**src/logic/pll_clock_config_pkg.sv**
```systemverilog
// Package: register map, field layout and reset values of the loop clock control.
// Assumes a 16-bit register port clocked by the converter input clock.
package pll_clock_config_pkg;

    localparam int          ADDR_W = 8;
    localparam int          DATA_W = 16;

    // Register indices
    localparam logic [7:0]  POWER_CONTROL_ADDR   = 8'h1a;
    localparam logic [7:0]  LOOP_CONTROL_ADDR    = 8'h31;
    localparam logic [7:0]  DIVIDER_SETTING_ADDR = 8'h32;
    localparam logic [7:0]  VCO_TUNE_ADDR        = 8'h33;
    localparam logic [7:0]  LOOP_STATUS_ADDR     = 8'h34;

    // Field positions
    localparam int          SLEEP_BIT       = 0;
    localparam int          PATH_BIT        = 0;
    localparam int          CP_LSB          = 8;
    localparam int          P_LSB           = 0;
    localparam int          N_LSB           = 4;
    localparam int          M_LSB           = 8;
    localparam int          VCO_LSB         = 0;
    localparam int          ITUNE_LSB       = 8;
    localparam int          BAND_BIT        = 10;
    localparam int          N_MSB_BIT       = 1;

    // Reset values: bypass with loop asleep
    localparam logic [15:0] POWER_CONTROL_RST   = 16'h0001;
    localparam logic [15:0] LOOP_CONTROL_RST    = 16'h0000;
    localparam logic [15:0] DIVIDER_SETTING_RST = 16'h0000;
    localparam logic [15:0] VCO_TUNE_RST        = 16'h0000;
    localparam logic [15:0] BUS_ZERO            = 16'h0000;

    typedef enum logic [1:0] {
        MODE_BYPASS,
        MODE_LOOP,
        MODE_MIXED
    } clock_mode_e;

    // Settings handed to the analog loop
    typedef struct packed {
        logic       loop_path_select;
        logic       loop_sleep;
        logic       vco_band_low;
        logic [5:0] vco_coarse_tune;
        logic [1:0] vco_current_tune;
        logic [3:0] prescaler_code;
        logic [4:0] ref_divider_code;
        logic [7:0] feedback_divider_code;
        logic [4:0] charge_pump_current_code;
    } loop_config_s;

endpackage : pll_clock_config_pkg

```
**src/logic/pll_clock_config_control.sv**
```systemverilog
// Holds the loop clock configuration registers and drives the loop settings.
// Assumes register strobes are one cycle and synchronous to i_clock.
//
// Implementation choices: the plain strobed port and the placing of the registers.
`timescale 1ns/1ps

module pll_clock_config_control
    import pll_clock_config_pkg::*;
(
    input  wire logic                                    i_clock,
    input  wire logic                                    i_srst,
    input  wire logic [pll_clock_config_pkg::ADDR_W-1:0] i_addr,
    input  wire logic [pll_clock_config_pkg::DATA_W-1:0] i_wdata,
    input  wire logic                                    i_write,
    input  wire logic                                    i_read,
    output logic [pll_clock_config_pkg::DATA_W-1:0]      o_rdata,
    output pll_clock_config_pkg::loop_config_s           o_loop_config,
    output logic                                         o_bypass_active,
    output logic                                         o_loop_active,
    output logic [8:0]                                   o_loop_ratio
);
    import pll_clock_config_pkg::*;

    ////////////////////////////////////////////////////////////////////////
    // Decode helpers
    function automatic logic hit(
        input logic [7:0] a,
        input logic [7:0] r
    );
        hit = (a == r);
    endfunction : hit

    // Prescaler ratio for listed codes, zero where undefined
    function automatic logic [4:0] prescale_ratio(
        input logic [3:0] c
    );
        case (c)
            4'h0:    prescale_ratio = 5'h02;
            4'h1:    prescale_ratio = 5'h03;
            4'h2:    prescale_ratio = 5'h04;
            4'h3:    prescale_ratio = 5'h05;
            4'h5:    prescale_ratio = 5'h07;
            4'h6:    prescale_ratio = 5'h08;
            4'h7:    prescale_ratio = 5'h0a;
            default: prescale_ratio = 5'h00;
        endcase
    endfunction : prescale_ratio

    // Clock mode from path and sleep bits
    function automatic clock_mode_e mode_of(
        input logic path,
        input logic sleep
    );
        if (!path && sleep)
            mode_of = MODE_BYPASS;
        else if (path && !sleep)
            mode_of = MODE_LOOP;
        else
            mode_of = MODE_MIXED;
    endfunction : mode_of

    // P times (M field + 1), saturated into status width
    function automatic logic [8:0] loop_ratio_of(
        input logic [3:0] p,
        input logic [7:0] m
    );
        logic [12:0] full;
        full = 13'(prescale_ratio(p)) * (13'(m) + 13'h0001);
        loop_ratio_of = (full > 13'h01ff) ? 9'h1ff : full[8:0];
    endfunction : loop_ratio_of

    // Settings word from the four configuration registers
    function automatic loop_config_s settings_of(
        input logic [15:0] power_control,
        input logic [15:0] loop_control,
        input logic [15:0] divider_setting,
        input logic [15:0] vco_tune
    );
        settings_of.loop_path_select         = loop_control[PATH_BIT];
        settings_of.loop_sleep               = power_control[SLEEP_BIT];
        settings_of.vco_band_low             = vco_tune[BAND_BIT];
        settings_of.vco_coarse_tune          = vco_tune[VCO_LSB +: 6];
        settings_of.vco_current_tune         = vco_tune[ITUNE_LSB +: 2];
        settings_of.prescaler_code           = divider_setting[P_LSB +: 4];
        settings_of.ref_divider_code         = {loop_control[N_MSB_BIT],
                                                divider_setting[N_LSB +: 4]};
        settings_of.feedback_divider_code    = divider_setting[M_LSB +: 8];
        settings_of.charge_pump_current_code = power_control[CP_LSB +: 5];
    endfunction : settings_of

    // Status word: mode above the loop ratio
    function automatic logic [15:0] status_of(
        input clock_mode_e m,
        input logic [8:0]  r
    );
        status_of = {5'h00, m, r};
    endfunction : status_of

    ////////////////////////////////////////////////////////////////////////
    // State
    logic [15:0]  power_control_reg;
    logic [15:0]  loop_control_reg;
    logic [15:0]  divider_setting_reg;
    logic [15:0]  vco_tune_reg;
    logic [15:0]  next_power_control_reg;
    logic [15:0]  next_loop_control_reg;
    logic [15:0]  next_divider_setting_reg;
    logic [15:0]  next_vco_tune_reg;
    logic [15:0]  next_rdata;
    loop_config_s next_loop_config;
    clock_mode_e  mode;
    clock_mode_e  next_mode;
    logic [8:0]   loop_ratio;
    logic [8:0]   next_loop_ratio;

    ////////////////////////////////////////////////////////////////////////
    // Power control register
    always_comb
    begin
        next_power_control_reg = power_control_reg;
        if (i_write && hit(i_addr, POWER_CONTROL_ADDR))
            next_power_control_reg = i_wdata;
    end

    always_ff @(posedge i_clock)
    begin
        if (i_srst)
            power_control_reg <= POWER_CONTROL_RST;
        else
            power_control_reg <= next_power_control_reg;
    end

    // Loop control register
    always_comb
    begin
        next_loop_control_reg = loop_control_reg;
        if (i_write && hit(i_addr, LOOP_CONTROL_ADDR))
            next_loop_control_reg = i_wdata;
    end

    always_ff @(posedge i_clock)
    begin
        if (i_srst)
            loop_control_reg <= LOOP_CONTROL_RST;
        else
            loop_control_reg <= next_loop_control_reg;
    end

    // Divider setting register
    always_comb
    begin
        next_divider_setting_reg = divider_setting_reg;
        if (i_write && hit(i_addr, DIVIDER_SETTING_ADDR))
            next_divider_setting_reg = i_wdata;
    end

    always_ff @(posedge i_clock)
    begin
        if (i_srst)
            divider_setting_reg <= DIVIDER_SETTING_RST;
        else
            divider_setting_reg <= next_divider_setting_reg;
    end

    // VCO tune register
    always_comb
    begin
        next_vco_tune_reg = vco_tune_reg;
        if (i_write && hit(i_addr, VCO_TUNE_ADDR))
            next_vco_tune_reg = i_wdata;
    end

    always_ff @(posedge i_clock)
    begin
        if (i_srst)
            vco_tune_reg <= VCO_TUNE_RST;
        else
            vco_tune_reg <= next_vco_tune_reg;
    end

    // Read mux, zero when idle or unmapped
    always_comb
    begin
        next_rdata = BUS_ZERO;
        if (i_read)
        begin
            if (hit(i_addr, POWER_CONTROL_ADDR))
                next_rdata = power_control_reg;
            else if (hit(i_addr, LOOP_CONTROL_ADDR))
                next_rdata = loop_control_reg;
            else if (hit(i_addr, DIVIDER_SETTING_ADDR))
                next_rdata = divider_setting_reg;
            else if (hit(i_addr, VCO_TUNE_ADDR))
                next_rdata = vco_tune_reg;
            else if (hit(i_addr, LOOP_STATUS_ADDR))
                next_rdata = status_of(mode, loop_ratio);
        end
    end

    ////////////////////////////////////////////////////////////////////////
    // Loop settings and mode, new values apply at the write edge
    always_comb
    begin
        next_loop_config = settings_of(next_power_control_reg,
                                       next_loop_control_reg,
                                       next_divider_setting_reg,
                                       next_vco_tune_reg);
        next_mode        = mode_of(next_loop_config.loop_path_select,
                                   next_loop_config.loop_sleep);
        next_loop_ratio  = loop_ratio_of(next_loop_config.prescaler_code,
                                         next_loop_config.feedback_divider_code);
    end

    always_ff @(posedge i_clock)
    begin
        if (i_srst)
        begin
            mode       <= MODE_BYPASS;
            loop_ratio <= 9'h000;
        end
        else
        begin
            mode       <= next_mode;
            loop_ratio <= next_loop_ratio;
        end
    end

    ////////////////////////////////////////////////////////////////////////
    // Outputs
    // Read data, one cycle after the strobe
    always_ff @(posedge i_clock)
    begin
        if (i_srst)
        begin
            o_rdata <= BUS_ZERO;
        end
        else
        begin
            o_rdata <= next_rdata;
        end
    end

    // Settings to the analog loop
    always_ff @(posedge i_clock)
    begin
        if (i_srst)
        begin
            o_loop_config <= '0;
        end
        else
        begin
            o_loop_config <= next_loop_config;
        end
    end

    // Bypass flag
    always_ff @(posedge i_clock)
    begin
        if (i_srst)
        begin
            o_bypass_active <= 1'b0;
        end
        else
        begin
            o_bypass_active <= (next_mode == MODE_BYPASS);
        end
    end

    // Loop flag
    always_ff @(posedge i_clock)
    begin
        if (i_srst)
        begin
            o_loop_active <= 1'b0;
        end
        else
        begin
            o_loop_active <= (next_mode == MODE_LOOP);
        end
    end

    // Total loop ratio
    always_ff @(posedge i_clock)
    begin
        if (i_srst)
        begin
            o_loop_ratio <= 9'h000;
        end
        else
        begin
            o_loop_ratio <= next_loop_ratio;
        end
    end

endmodule : pll_clock_config_control

```
**config.mk**
```make
export PLATFORM = sky130hd
export DESIGN_NAME = pll_clock_config_control
export DESIGN_NICKNAME = d
export VERILOG_FILES = /design/src/logic/pll_clock_config_pkg.sv /design/src/logic/pll_clock_config_control.sv
export SDC_FILE = /design/constraint.sdc
export NUM_CORES = 1
export LEC_CHECK = 0
export BUFFER_PORTS_ARGS = -buffer_cell sky130_fd_sc_hd__buf_2
export CORE_MARGIN = 4
export CORE_UTILIZATION = 57
export DETAILED_ROUTE_END_ITERATION = 12
export GPL_ROUTABILITY_DRIVEN = 0
export PLACE_DENSITY_LB_ADDON = 0.25
export SLEW_MARGIN = 10
export SYNTH_ARGS = -nofsm -noshare
export SYNTH_HDL_FRONTEND = slang
export SYNTH_SLANG_ARGS = --single-unit
```
**constraint.sdc**
```tcl
create_clock -name i_clock -period 6.5 [get_ports i_clock]
set_clock_uncertainty 0.05 [all_clocks]
set_input_delay 0.65 -clock i_clock [delete_from_list [all_inputs] [get_ports i_clock]]
set_output_delay 0.65 -clock i_clock [all_outputs]
set_load 0.02 [all_outputs]
```
==> results of run 1 <==
through the flow:
step	cells	cell area [um2]
6_report	783	5813
5_1_grt	783	5813
4_1_cts	783	5813
3_5_place_dp	767	5615
3_3_place_gp	767	5615
2_1_floorplan	613	5210
final timing paths:
kind	to	slack, ns
worst max-delay path	o_loop_ratio[7]	0.50
worst min-delay path	power_control_reg[5]	0.41
worst max register to register	o_loop_ratio[7]	1.64
worst min register to register	power_control_reg[5]	0.41
synth_stat cells, types with 3 or more instances:
library cell / count / share of area [%]
dfxtp_1: 93 / 36
nor2_1: 92 / 6.6
a21oi_1: 59 / 5.7
mux2i_1: 52 / 10
nand2_1: 39 / 2.8
nand3_1: 34 / 3.3
clkbuf_1: 31 / 2.2
inv_1: 30 / 2.2
ha_1: 20 / 4.8
buf_4: 17 / 2.4
fa_1: 14 / 5.4
a22oi_1: 11 / 1.6
xor2_1: 10 / 1.7
nand2b_1: 8 / 0.96
nor2b_1: 7 / 0.84
o21ai_0: 7 / 0.67
xnor2_1: 7 / 1.2
a31oi_1: 6 / 0.72
a41oi_1: 6 / 1.0
mux2_2: 6 / 1.3
nand4_1: 6 / 0.72
nor3_1: 5 / 0.48
o2bb2ai_1: 5 / 0.84
a211oi_1: 3 / 0.43
buf_2: 3 / 0.29
or2_2: 3 / 0.36
or3_1: 3 / 0.36
cell families (layout without fill, tap and decap cells):
| kind of cell | Yosys count | in the layout | share of synthesized area, % |
|---|---|---|---|
| buffers and inverters | 83 | 145 | 7.277 |
| DFF | 93 | 93 | 35.73 |
| muxes | 59 | 59 | 11.58 |
| and+or+nand+nor | 215 | 215 | 19.07 |
| xor gates and xnor gates | 17 | 17 | 2.858 |
| adders and majority gates | 34 | 34 | 10.18 |
| AOI/OAI and AO/OA | 112 | 112 | 13.30 |
critical path, stage by stage:
cell and delay [ns]:
buf_2 0.10, or3b_1 0.43, or4_1 0.73, mux2_2 0.38
ha_1 0.27, nand3_1 0.17, nor2_1 0.18, xnor2_1 0.15
mux2_2 0.22, nor2_1 0.07, fa_1 0.51, inv_1 0.05
fa_1 0.54, inv_1 0.04, ha_1 0.33, o21a_1 0.21
o2111ai_1 0.20, o21ba_2 0.20, a31oi_1 0.51, a41oi_1 0.21
final cells by class:
type | instances | area [um2]
fill | 753 | 2993
multi-input combinational | 437 | 2980
sequential | 93 | 1862
timing repair buffer | 99 | 525.5
tap | 108 | 135.1
clock buffer | 10 | 127.6
inverter | 30 | 112.6
clock inverter | 6 | 70.07
routing by layer:
metal	share of wire [%]	wire (um)
met3	7.6	1055
met1	42	5874
met4	2.7	381
met2	48	6640
met5	0	0
power groups by stage:
stage / clock network, mW / registers (mW) / logic (mW)
finish: 0.400 / 0.572 / 0.0525
detailed placement: 0 / 0.585 / 0.0518
global placement: 0 / 0.585 / 0.0509
floorplan: 0 / 0.587 / 0.0269
CTS: 0.408 / 0.572 / 0.0519
global route: 0.429 / 0.572 / 0.0564
==> results.json, run 1 <==
{
  "status": "finished clean",
  "power.density_nw_per_um2": 176.2,
  "fin_tns_setup_ns": 0,
  "cts_root_buffer": "clkbuf_8",
  "slew_headroom_pct": 27.45,
  "cts_setup_buffers": 0,
  "ir_worst_vdd_uv": 95.11,
  "portBuffers": 87,
  "start_util_pct": 59.16,
  "hold_class": "register to register",
  "fp-row-count": 34,
  "fin_total_pwr_mw": 1.024,
  "crit_type": "primary input to register",
  "whs_ns": 0.4108,
  "die_w_um": 103.6,
  "first_pass_iters": 5,
  "synth_cell_types": 53,
  "power_leakage_nw": 2.605,
  "ant_nets": 0,
  "grt_pass1_wl_um": 22710,
  "internal_power_mw": 0.7684,
  "overflow": 0,
  "drive_above_1_share_pct": 19.11,
  "min_period_ns": 5.995,
  "fin_crit_sh_pct": 92.24,
  "worst_pin_slew_ns": 1.088,
  "cts_made_buffers": 9,
  "fmax_mhz": 166.8,
  "area_growth_pct": 11.58,
  "dp_hpwl_um": 10030,
  "hold_viol_final": 0,
  "finish.utilization_pct": 66.01,
  "r2r_start": "divider_setting_reg[8]",
  "synth_edf_count": 0,
  "die-area_um2": 10730,
  "vias": 4682,
  "cts_hold_buf": 0,
  "power.switching_mw": 0.2558,
  "met1_usage_pct": 34.28,
  "grt_usage_pct": 25.74,
  "setup_slack_ns": 0.5045,
  "cts.sinks": 93,
  "power_frac_comb_pct": 5.1,
  "clock_latency_ns": 0.37,
  "cts-resized-gates": 0,
  "worstPathRequired_ns": 6.66,
  "avgSynthCellArea_um2": 8.499,
  "die_height_um": 103.6,
  "grt.busiest_layer": "met2",
  "syn_inst": 613,
  "endpoint_kind": "register",
  "first_global_vias": 4466,
  "antenna_found_initial": 0,
  "final_nets": 732,
  "tritoncts": "done",
  "place_ws_ns": 0.1790,
  "htreeDepth": 3,
  "yosysWarnings": 0,
  "totalWireLength_um": 13950,
  "wl_per_cell_um": 17.82,
  "power_frac_seq_pct": 55.8,
  "clk_pin_slew_worst_paths_ns": 0.10,
  "initialDrtViolationCount": 394,
  "path_max_fanout": 12,
  "synth_seq_cells": 93,
  "crit_path_start_kind": "primary input",
  "grt_start_max_net_pins": 79,
  "final_common_cell": "dfxtp_1",
  "cts.path.max_buffers": 2,
  "antenna_cells": 0,
  "cp.arrival_ns": 6.16,
  "clkPwrFrac_pct": 39.1,
  "holdPathStages": 2,
  "final_cell_mix": "93 x dfxtp_1, 92 x nor2_1, 87 x buf_2, 59 x a21oi_1, 52 x mux2i_1",
  "netlist_area_um2": 5210,
  "ys.flop_type": "dfxtp_1",
  "syn_nets": 675,
  "met3_usage_pct": 5.473,
  "avgViaCountPerCell": 5.980,
  "drv_cap": 0,
  "swShare_pct": 24.98,
  "async_reset_ff_share_pct": 0,
  "use_met2_pct": 41.50,
  "slew_violations": 0,
  "drcViolationCount": 0,
  "crit_start": "i_addr[7]",
  "finalSetupViolCount": 0,
  "min-delay-start": "power_control_reg[5]",
  "core_um2": 8806,
  "yosysSeqAreaShare_pct": 35.73,
  "io_pins": 88,
  "rr_worst_depth": 17,
  "rsz0062_at_grt": "false"
}
Power figures use the tool's default switching activity.
==> run 2, diff against run 1 <==
--- a/config.mk
+++ b/config.mk
@@ -5,12 +5,14 @@
 export SDC_FILE = /design/constraint.sdc
 export NUM_CORES = 1
 export LEC_CHECK = 0
-export BUFFER_PORTS_ARGS = -buffer_cell sky130_fd_sc_hd__buf_2
 export CORE_MARGIN = 4
-export CORE_UTILIZATION = 57
+export CORE_UTILIZATION = 64
 export DETAILED_ROUTE_END_ITERATION = 12
+export DONT_BUFFER_PORTS = 1
 export GPL_ROUTABILITY_DRIVEN = 0
+export GPL_TIMING_DRIVEN = 0
 export PLACE_DENSITY_LB_ADDON = 0.25
+export REMOVE_ABC_BUFFERS = 1
 export SLEW_MARGIN = 10
 export SYNTH_ARGS = -nofsm -noshare
 export SYNTH_HDL_FRONTEND = slang
==> run 2 against run 1 <==
Net effect:
- critical path depth decreased by 1
- highest routed layer is now met5
- flip-flop and latch count unchanged
- non-clock buffer count is 94 lower
- largest cell class unchanged
- register-to-register slack worse by 0.22 ns
- cell area down 7.1%
- largest power group unchanged
- first-iteration DRC count is 3.0% higher
- core utilization up 3.2 points
==> results.json, run 2 (synthesis gave the netlist of run 1 again) <==
{
  "dpl_cell_area_um2": 5135,
  "rr_worst_depth": 17,
  "clock_latency_ns": 0.36,
  "hold_class": "primary input to register",
  "cp.arrival_ns": 6.27,
  "final_common_cell": "dfxtp_1",
  "die_height_um": 98.23,
  "cts.path.max_buffers": 2,
  "ir_worst_vdd_uv": 95.12,
  "first_pass_iters": 5,
  "drive_above_1_share_pct": 6.713,
  "fin_crit_sh_pct": 93.52,
  "die_w_um": 98.23,
  "holdPathStages": 1,
  "crit_type": "primary input to register",
  "fillers": 625,
  "min-delay-start": "i_srst",
  "hold_viol_final": 0,
  "cts_setup_buffers": 0,
  "drcViolationCount": 0,
  "vias": 4299,
  "tritoncts": "done",
  "worstPathRequired_ns": 6.69,
  "crit_path_start_kind": "primary input",
  "dp_hpwl_um": 9023,
  "final_cell_mix": "93 x dfxtp_1, 92 x nor2_1, 59 x a21oi_1, 52 x mux2i_1, 39 x nand2_1",
  "portBuffers": 0,
  "first_global_vias": 4085,
  "design_area_um2": 5401,
  "grt_usage_pct": 26.55,
  "fin_cells": 683,
  "drv_cap": 0,
  "die-area_um2": 9648,
  "io_pins": 88,
  "cts_made_buffers": 9,
  "hold_end": "o_loop_config[31]",
  "cts-resized-gates": 0,
  "ant_nets": 0,
  "fmax_mhz": 164.5,
  "start_util_pct": 66.73,
  "wl_per_cell_um": 18.63,
  "cts_hold_buf": 0,
  "overflow": 0,
  "whs_ns": 0.3050,
  "dpl.cell_count": 667,
  "power.density_nw_per_um2": 196.7,
  "fp-row-count": 32,
  "cts_root_buffer": "clkbuf_8",
  "core_um2": 7807,
  "status": "finished clean",
  "cts.sinks": 93,
  "slew_headroom_pct": 29.00,
  "power_leakage_nw": 2.170,
  "htreeDepth": 3,
  "avgViaCountPerCell": 6.294,
  "antenna_cells": 0,
  "min_period_ns": 6.079,
  "slew_violations": 0,
  "grt_pass1_wl_um": 20980,
  "final_nets": 638,
  "grt_start_max_net_pins": 79,
  "initialDrtViolationCount": 406,
  "rsz0062_at_grt": "false",
  "finalSetupViolCount": 0,
  "area_growth_pct": 3.674,
  "r2r_end": "o_loop_ratio[5]",
  "totalWireLength_um": 12730,
  "r2r_start": "divider_setting_reg[8]",
  "r2r_slack_ns": 1.42,
  "antenna_found_initial": 1,
  "clk_pin_slew_worst_paths_ns": 0.09,
  "path_max_fanout": 35,
  "fin_tns_setup_ns": 0,
  "endpoint_kind": "register",
  "worst_pin_slew_ns": 1.059
}
## run 2: cell count changes in the layout (fill, tap and decap cells not counted), sizes merged
cell	change
bufinv	+2
buf	-94
clkinv	-2
## run 2: how the worst max path moves through the flow
stage | slack [ns] | cells past startpoint | endpoint | from
2_1_floorplan | 0.37 | 14 | o_loop_ratio[4] | i_addr[7]
3_3_place_gp | -1.50 | 6 | mode[1] | i_addr[7]
3_5_place_dp | -0.31 | 15 | o_loop_ratio[5] | i_addr[7]
4_1_cts | 0.03 | 18 | o_loop_ratio[5] | i_addr[7]
5_1_grt | 0.22 | 18 | o_loop_ratio[5] | i_addr[7]
6_report | 0.42 | 19 | o_loop_ratio[5] | i_addr[7]
## run 2: area by class of cell
cell class / instances / area [um2] / share of cell area [%]
Tap cell: 102 / 127.6 / 2.363
Timing Repair Buffer: 5 / 45.04 / 0.8339
Sequential cell: 93 / 1862 / 34.47
Clock buffer: 10 / 127.6 / 2.363
Multi-Input combinational cell: 437 / 3010 / 55.73
Clock inverter: 6 / 116.4 / 2.154
Inverter: 30 / 112.6 / 2.085
## run 2: through the flow
stage | power, mW | worst slack [ns] | utilization (%)
after floorplan | 0.6000 | 0.3662 | -
after global placement | 0.6029 | -1.502 | 64.95
after detailed placement | 0.6038 | -0.3117 | 65.77
after CTS | 1.067 | 0.03253 | 68.89
after global routing | 1.098 | 0.2224 | 69.18
final | 1.063 | 0.4212 | 69.18
## run 2: where the power goes
group	internal, mW	switching [mW]
clock	0.259	0.213
combinational	0.00799	0.00893
sequential	0.571	0.00283
total	0.838	0.225
## run 2: per-layer routing
metal  part of all wire (%)  wire length (um)  track usage (%)  vias up
met5                   0.16                20                0        -
met4                    2.8               355            9.349        2
met3                    8.9              1134            7.143       41
met2                     48              6092            44.03      202
met1                     40              5124            33.41     2041
li1                       -                 -                -     2013
## run 2: worst max-delay path, stage by stage
cell and delay [ns]:
or3b_1 0.44, or4_4 0.75, mux2_2 0.39, ha_1 0.29, nand3_1 0.17, nor2_1 0.17, xnor2_1 0.17, mux2_2 0.22
nor2_1 0.06, fa_1 0.52, inv_1 0.06, fa_1 0.54, inv_1 0.05, ha_1 0.34, o21a_1 0.22, or4_1 0.48
nand4_1 0.22, nor2_1 0.16, a41oi_1 0.35
==> run 3, diff against run 2 <==
--- a/config.mk
+++ b/config.mk
@@ -5,12 +5,13 @@
 export SDC_FILE = /design/constraint.sdc
 export NUM_CORES = 1
 export LEC_CHECK = 0
+export CAP_MARGIN = 30
 export CORE_MARGIN = 4
 export CORE_UTILIZATION = 64
 export DETAILED_ROUTE_END_ITERATION = 12
 export DONT_BUFFER_PORTS = 1
 export GPL_ROUTABILITY_DRIVEN = 0
-export GPL_TIMING_DRIVEN = 0
+export GPL_TIMING_DRIVEN = 1
 export PLACE_DENSITY_LB_ADDON = 0.25
 export REMOVE_ABC_BUFFERS = 1
 export SLEW_MARGIN = 10
==> constraint.sdc (replaced) <==
create_clock -name i_clock -period 6.5 [get_ports i_clock]
set_clock_uncertainty 0.05 [all_clocks]
set_input_delay 0.65 -clock i_clock [delete_from_list [all_inputs] [get_ports i_clock]]
set_output_delay 0.65 -clock i_clock [all_outputs]
set_load 0.005 [all_outputs]
==> run 3 against run 2 <==
Net effect:
- flip-flop and latch count is the same
- register-to-register slack better by 0.25 ns
- routed wire length up 2.8%
- hold slack lost 0.010 ns
- sequential share of layout area rose by 0.13 points
- via count is 0.54% higher
- global-route usage is 0.64 points higher
- die area is the same
- core utilization decreased by 0.26 points
- largest cell class unchanged
- critical path type unchanged
- maximum frequency rose by 1.5%
- clock-buffer cell count shrank 1
- critical endpoint is now o_loop_ratio[8]
- clock power is 8.3% lower
==> results.json, run 3 (synthesis gave the netlist of run 1 again) <==
{
  "status": "finished clean",
  "die-area_um2": 9648,
  "overflow": 0,
  "clock_latency_ns": 0.38,
  "fin_tns_setup_ns": 0,
  "core_um2": 7807,
  "first_pass_iters": 5,
  "finish.utilization_pct": 68.93,
  "avgViaCountPerCell": 6.309,
  "cp.arrival_ns": 6.15,
  "first_global_vias": 4152,
  "antenna_cells": 0,
  "dpl.cell_count": 669,
  "crit_path_start_kind": "primary input",
  "antenna_found_initial": 1,
  "drcViolationCount": 0,
  "slew_headroom_pct": 45.20,
  "path_max_fanout": 15,
  "rr_worst_depth": 14,
  "dp_hpwl_um": 9233,
  "final_cell_mix": "93 x dfxtp_1, 92 x nor2_1, 59 x a21oi_1, 52 x mux2i_1, 39 x nand2_1",
  "internal_power_mw": 0.7969,
  "slew_violations": 0,
  "cts.path.max_buffers": 2,
  "met3_usage_pct": 5.643,
  "final_common_cell": "dfxtp_1",
  "r2r_slack_ns": 1.67,
  "die_height_um": 98.23,
  "vias": 4322,
  "htreeDepth": 3,
  "drive_above_1_share_pct": 6.518,
  "initialDrtViolationCount": 367,
  "hold_viol_final": 0,
  "min-delay-start": "i_srst",
  "finalSetupViolCount": 0,
  "hold_end": "o_bypass_active",
  "grt_usage_pct": 27.19,
  "worstPathRequired_ns": 6.66,
  "fin_cells": 685,
  "endpoint_kind": "register",
  "r2r_end": "o_loop_ratio[8]",
  "power_frac_comb_pct": 1.7,
  "grt_pass1_wl_um": 21250,
  "wl_per_cell_um": 19.11,
  "r2r_start": "divider_setting_reg[0]",
  "worst_pin_slew_ns": 0.8220,
  "cts_setup_buffers": 0,
  "die_w_um": 98.23,
  "fmax_mhz": 167.0,
  "portBuffers": 0,
  "cts_root_buffer": "clkbuf_8",
  "cts_made_buffers": 9,
  "clkPwrFrac_pct": 42.4,
  "swShare_pct": 22.05,
  "fin_crit_sh_pct": 92.13,
  "power_leakage_nw": 2.163,
  "grt.busiest_layer": "met2",
  "power.density_nw_per_um2": 190.0,
  "drv_cap": 0,
  "hold_class": "primary input to register",
  "area_growth_pct": 3.290,
  "cts.sinks": 93,
  "power.switching_mw": 0.2254,
  "power_frac_seq_pct": 56.0,
  "io_pins": 88,
  "ant_nets": 0,
  "cts-resized-gates": 0,
  "start_util_pct": 66.73,
  "met1_usage_pct": 34.18,
  "clk_pin_slew_worst_paths_ns": 0.09,
  "cts_hold_buf": 0,
  "totalWireLength_um": 13090,
  "grt_start_max_net_pins": 79,
  "ir_worst_vdd_uv": 123.7,
  "min_period_ns": 5.989,
  "use_met2_pct": 44.92,
  "fin_total_pwr_mw": 1.022,
  "fp-row-count": 32,
  "crit_type": "primary input to register",
  "tritoncts": "done",
  "rsz0062_at_grt": "false",
  "holdPathStages": 1,
  "final_nets": 641
}
run 3: cell count changes in the layout (fill, tap and decap cells not counted), sizes merged:
cell | before | now
clkbuf | 10 | 9
clkinvlp | 0 | 1
buf | 5 | 8
bufinv | 3 | 2
run 3: metal layers:
metal  wire length, um  up-vias
li1                  -     2030
met1              5405     2077
met2              6235      188
met3              1068       25
met4               331        2
met5                46        -
run 3: per-stage QoR:
stage               setup slack (ns)  hold WS (ns)  instance area, um2
floorplan                     0.3662        0.3805                4943
global placement              0.4002        0.3849                5134
detailed placement            0.2188        0.3906                5149
CTS                           0.5912        0.2745                5366
global route                  0.1977        0.2806                5381
finish                        0.5114        0.2949                5381
run 3: worst max-delay path by stage:
stage,slack [ns],cells past startpoint,endpoint,startpoint
2_1_floorplan,0.37,14,o_loop_ratio[4],i_addr[7]
6_report,0.51,15,o_loop_ratio[8],i_addr[7]
5_1_grt,0.20,18,o_loop_ratio[5],i_addr[7]
4_1_cts,0.59,18,o_loop_ratio[8],i_addr[7]
3_3_place_gp,0.40,19,o_loop_ratio[7],i_addr[7]
3_5_place_dp,0.22,15,o_loop_ratio[8],i_addr[7]
run 3: power by group through the flow:
| stage | combinational (mW) | clock [mW] | sequential [mW] |
|---|---|---|---|
| after floorplan | 0.0133 | 0 | 0.585 |
| after global placement | 0.0162 | 0 | 0.585 |
| after detailed placement | 0.0169 | 0 | 0.585 |
| after CTS | 0.0170 | 0.438 | 0.572 |
| after global routing | 0.0185 | 0.459 | 0.572 |
| final | 0.0172 | 0.433 | 0.572 |
run 3: cell type report:
type	instances	area, um2
Sequential cell	93	1862
Multi-Input combinational cell	437	2987
Clock buffer	9	123.9
Inverter	30	112.6
Clock inverter	6	93.84
Timing Repair Buffer	8	75.07
Tap cell	102	127.6
Fill cell	618	2426
run 3: worst max-delay path, cell delays in order:
cell and delay [ns]:
or3b_1 0.43, or4_1 0.79, mux2_2 0.43, ha_1 0.27, xor2_1 0.22, or2_2 0.32, fa_1 0.48, fa_1 0.55
inv_1 0.07, fa_1 0.47, a21oi_1 0.28, o22ai_1 0.17, o21ba_2 0.25, a31oi_1 0.55, a41oi_1 0.21
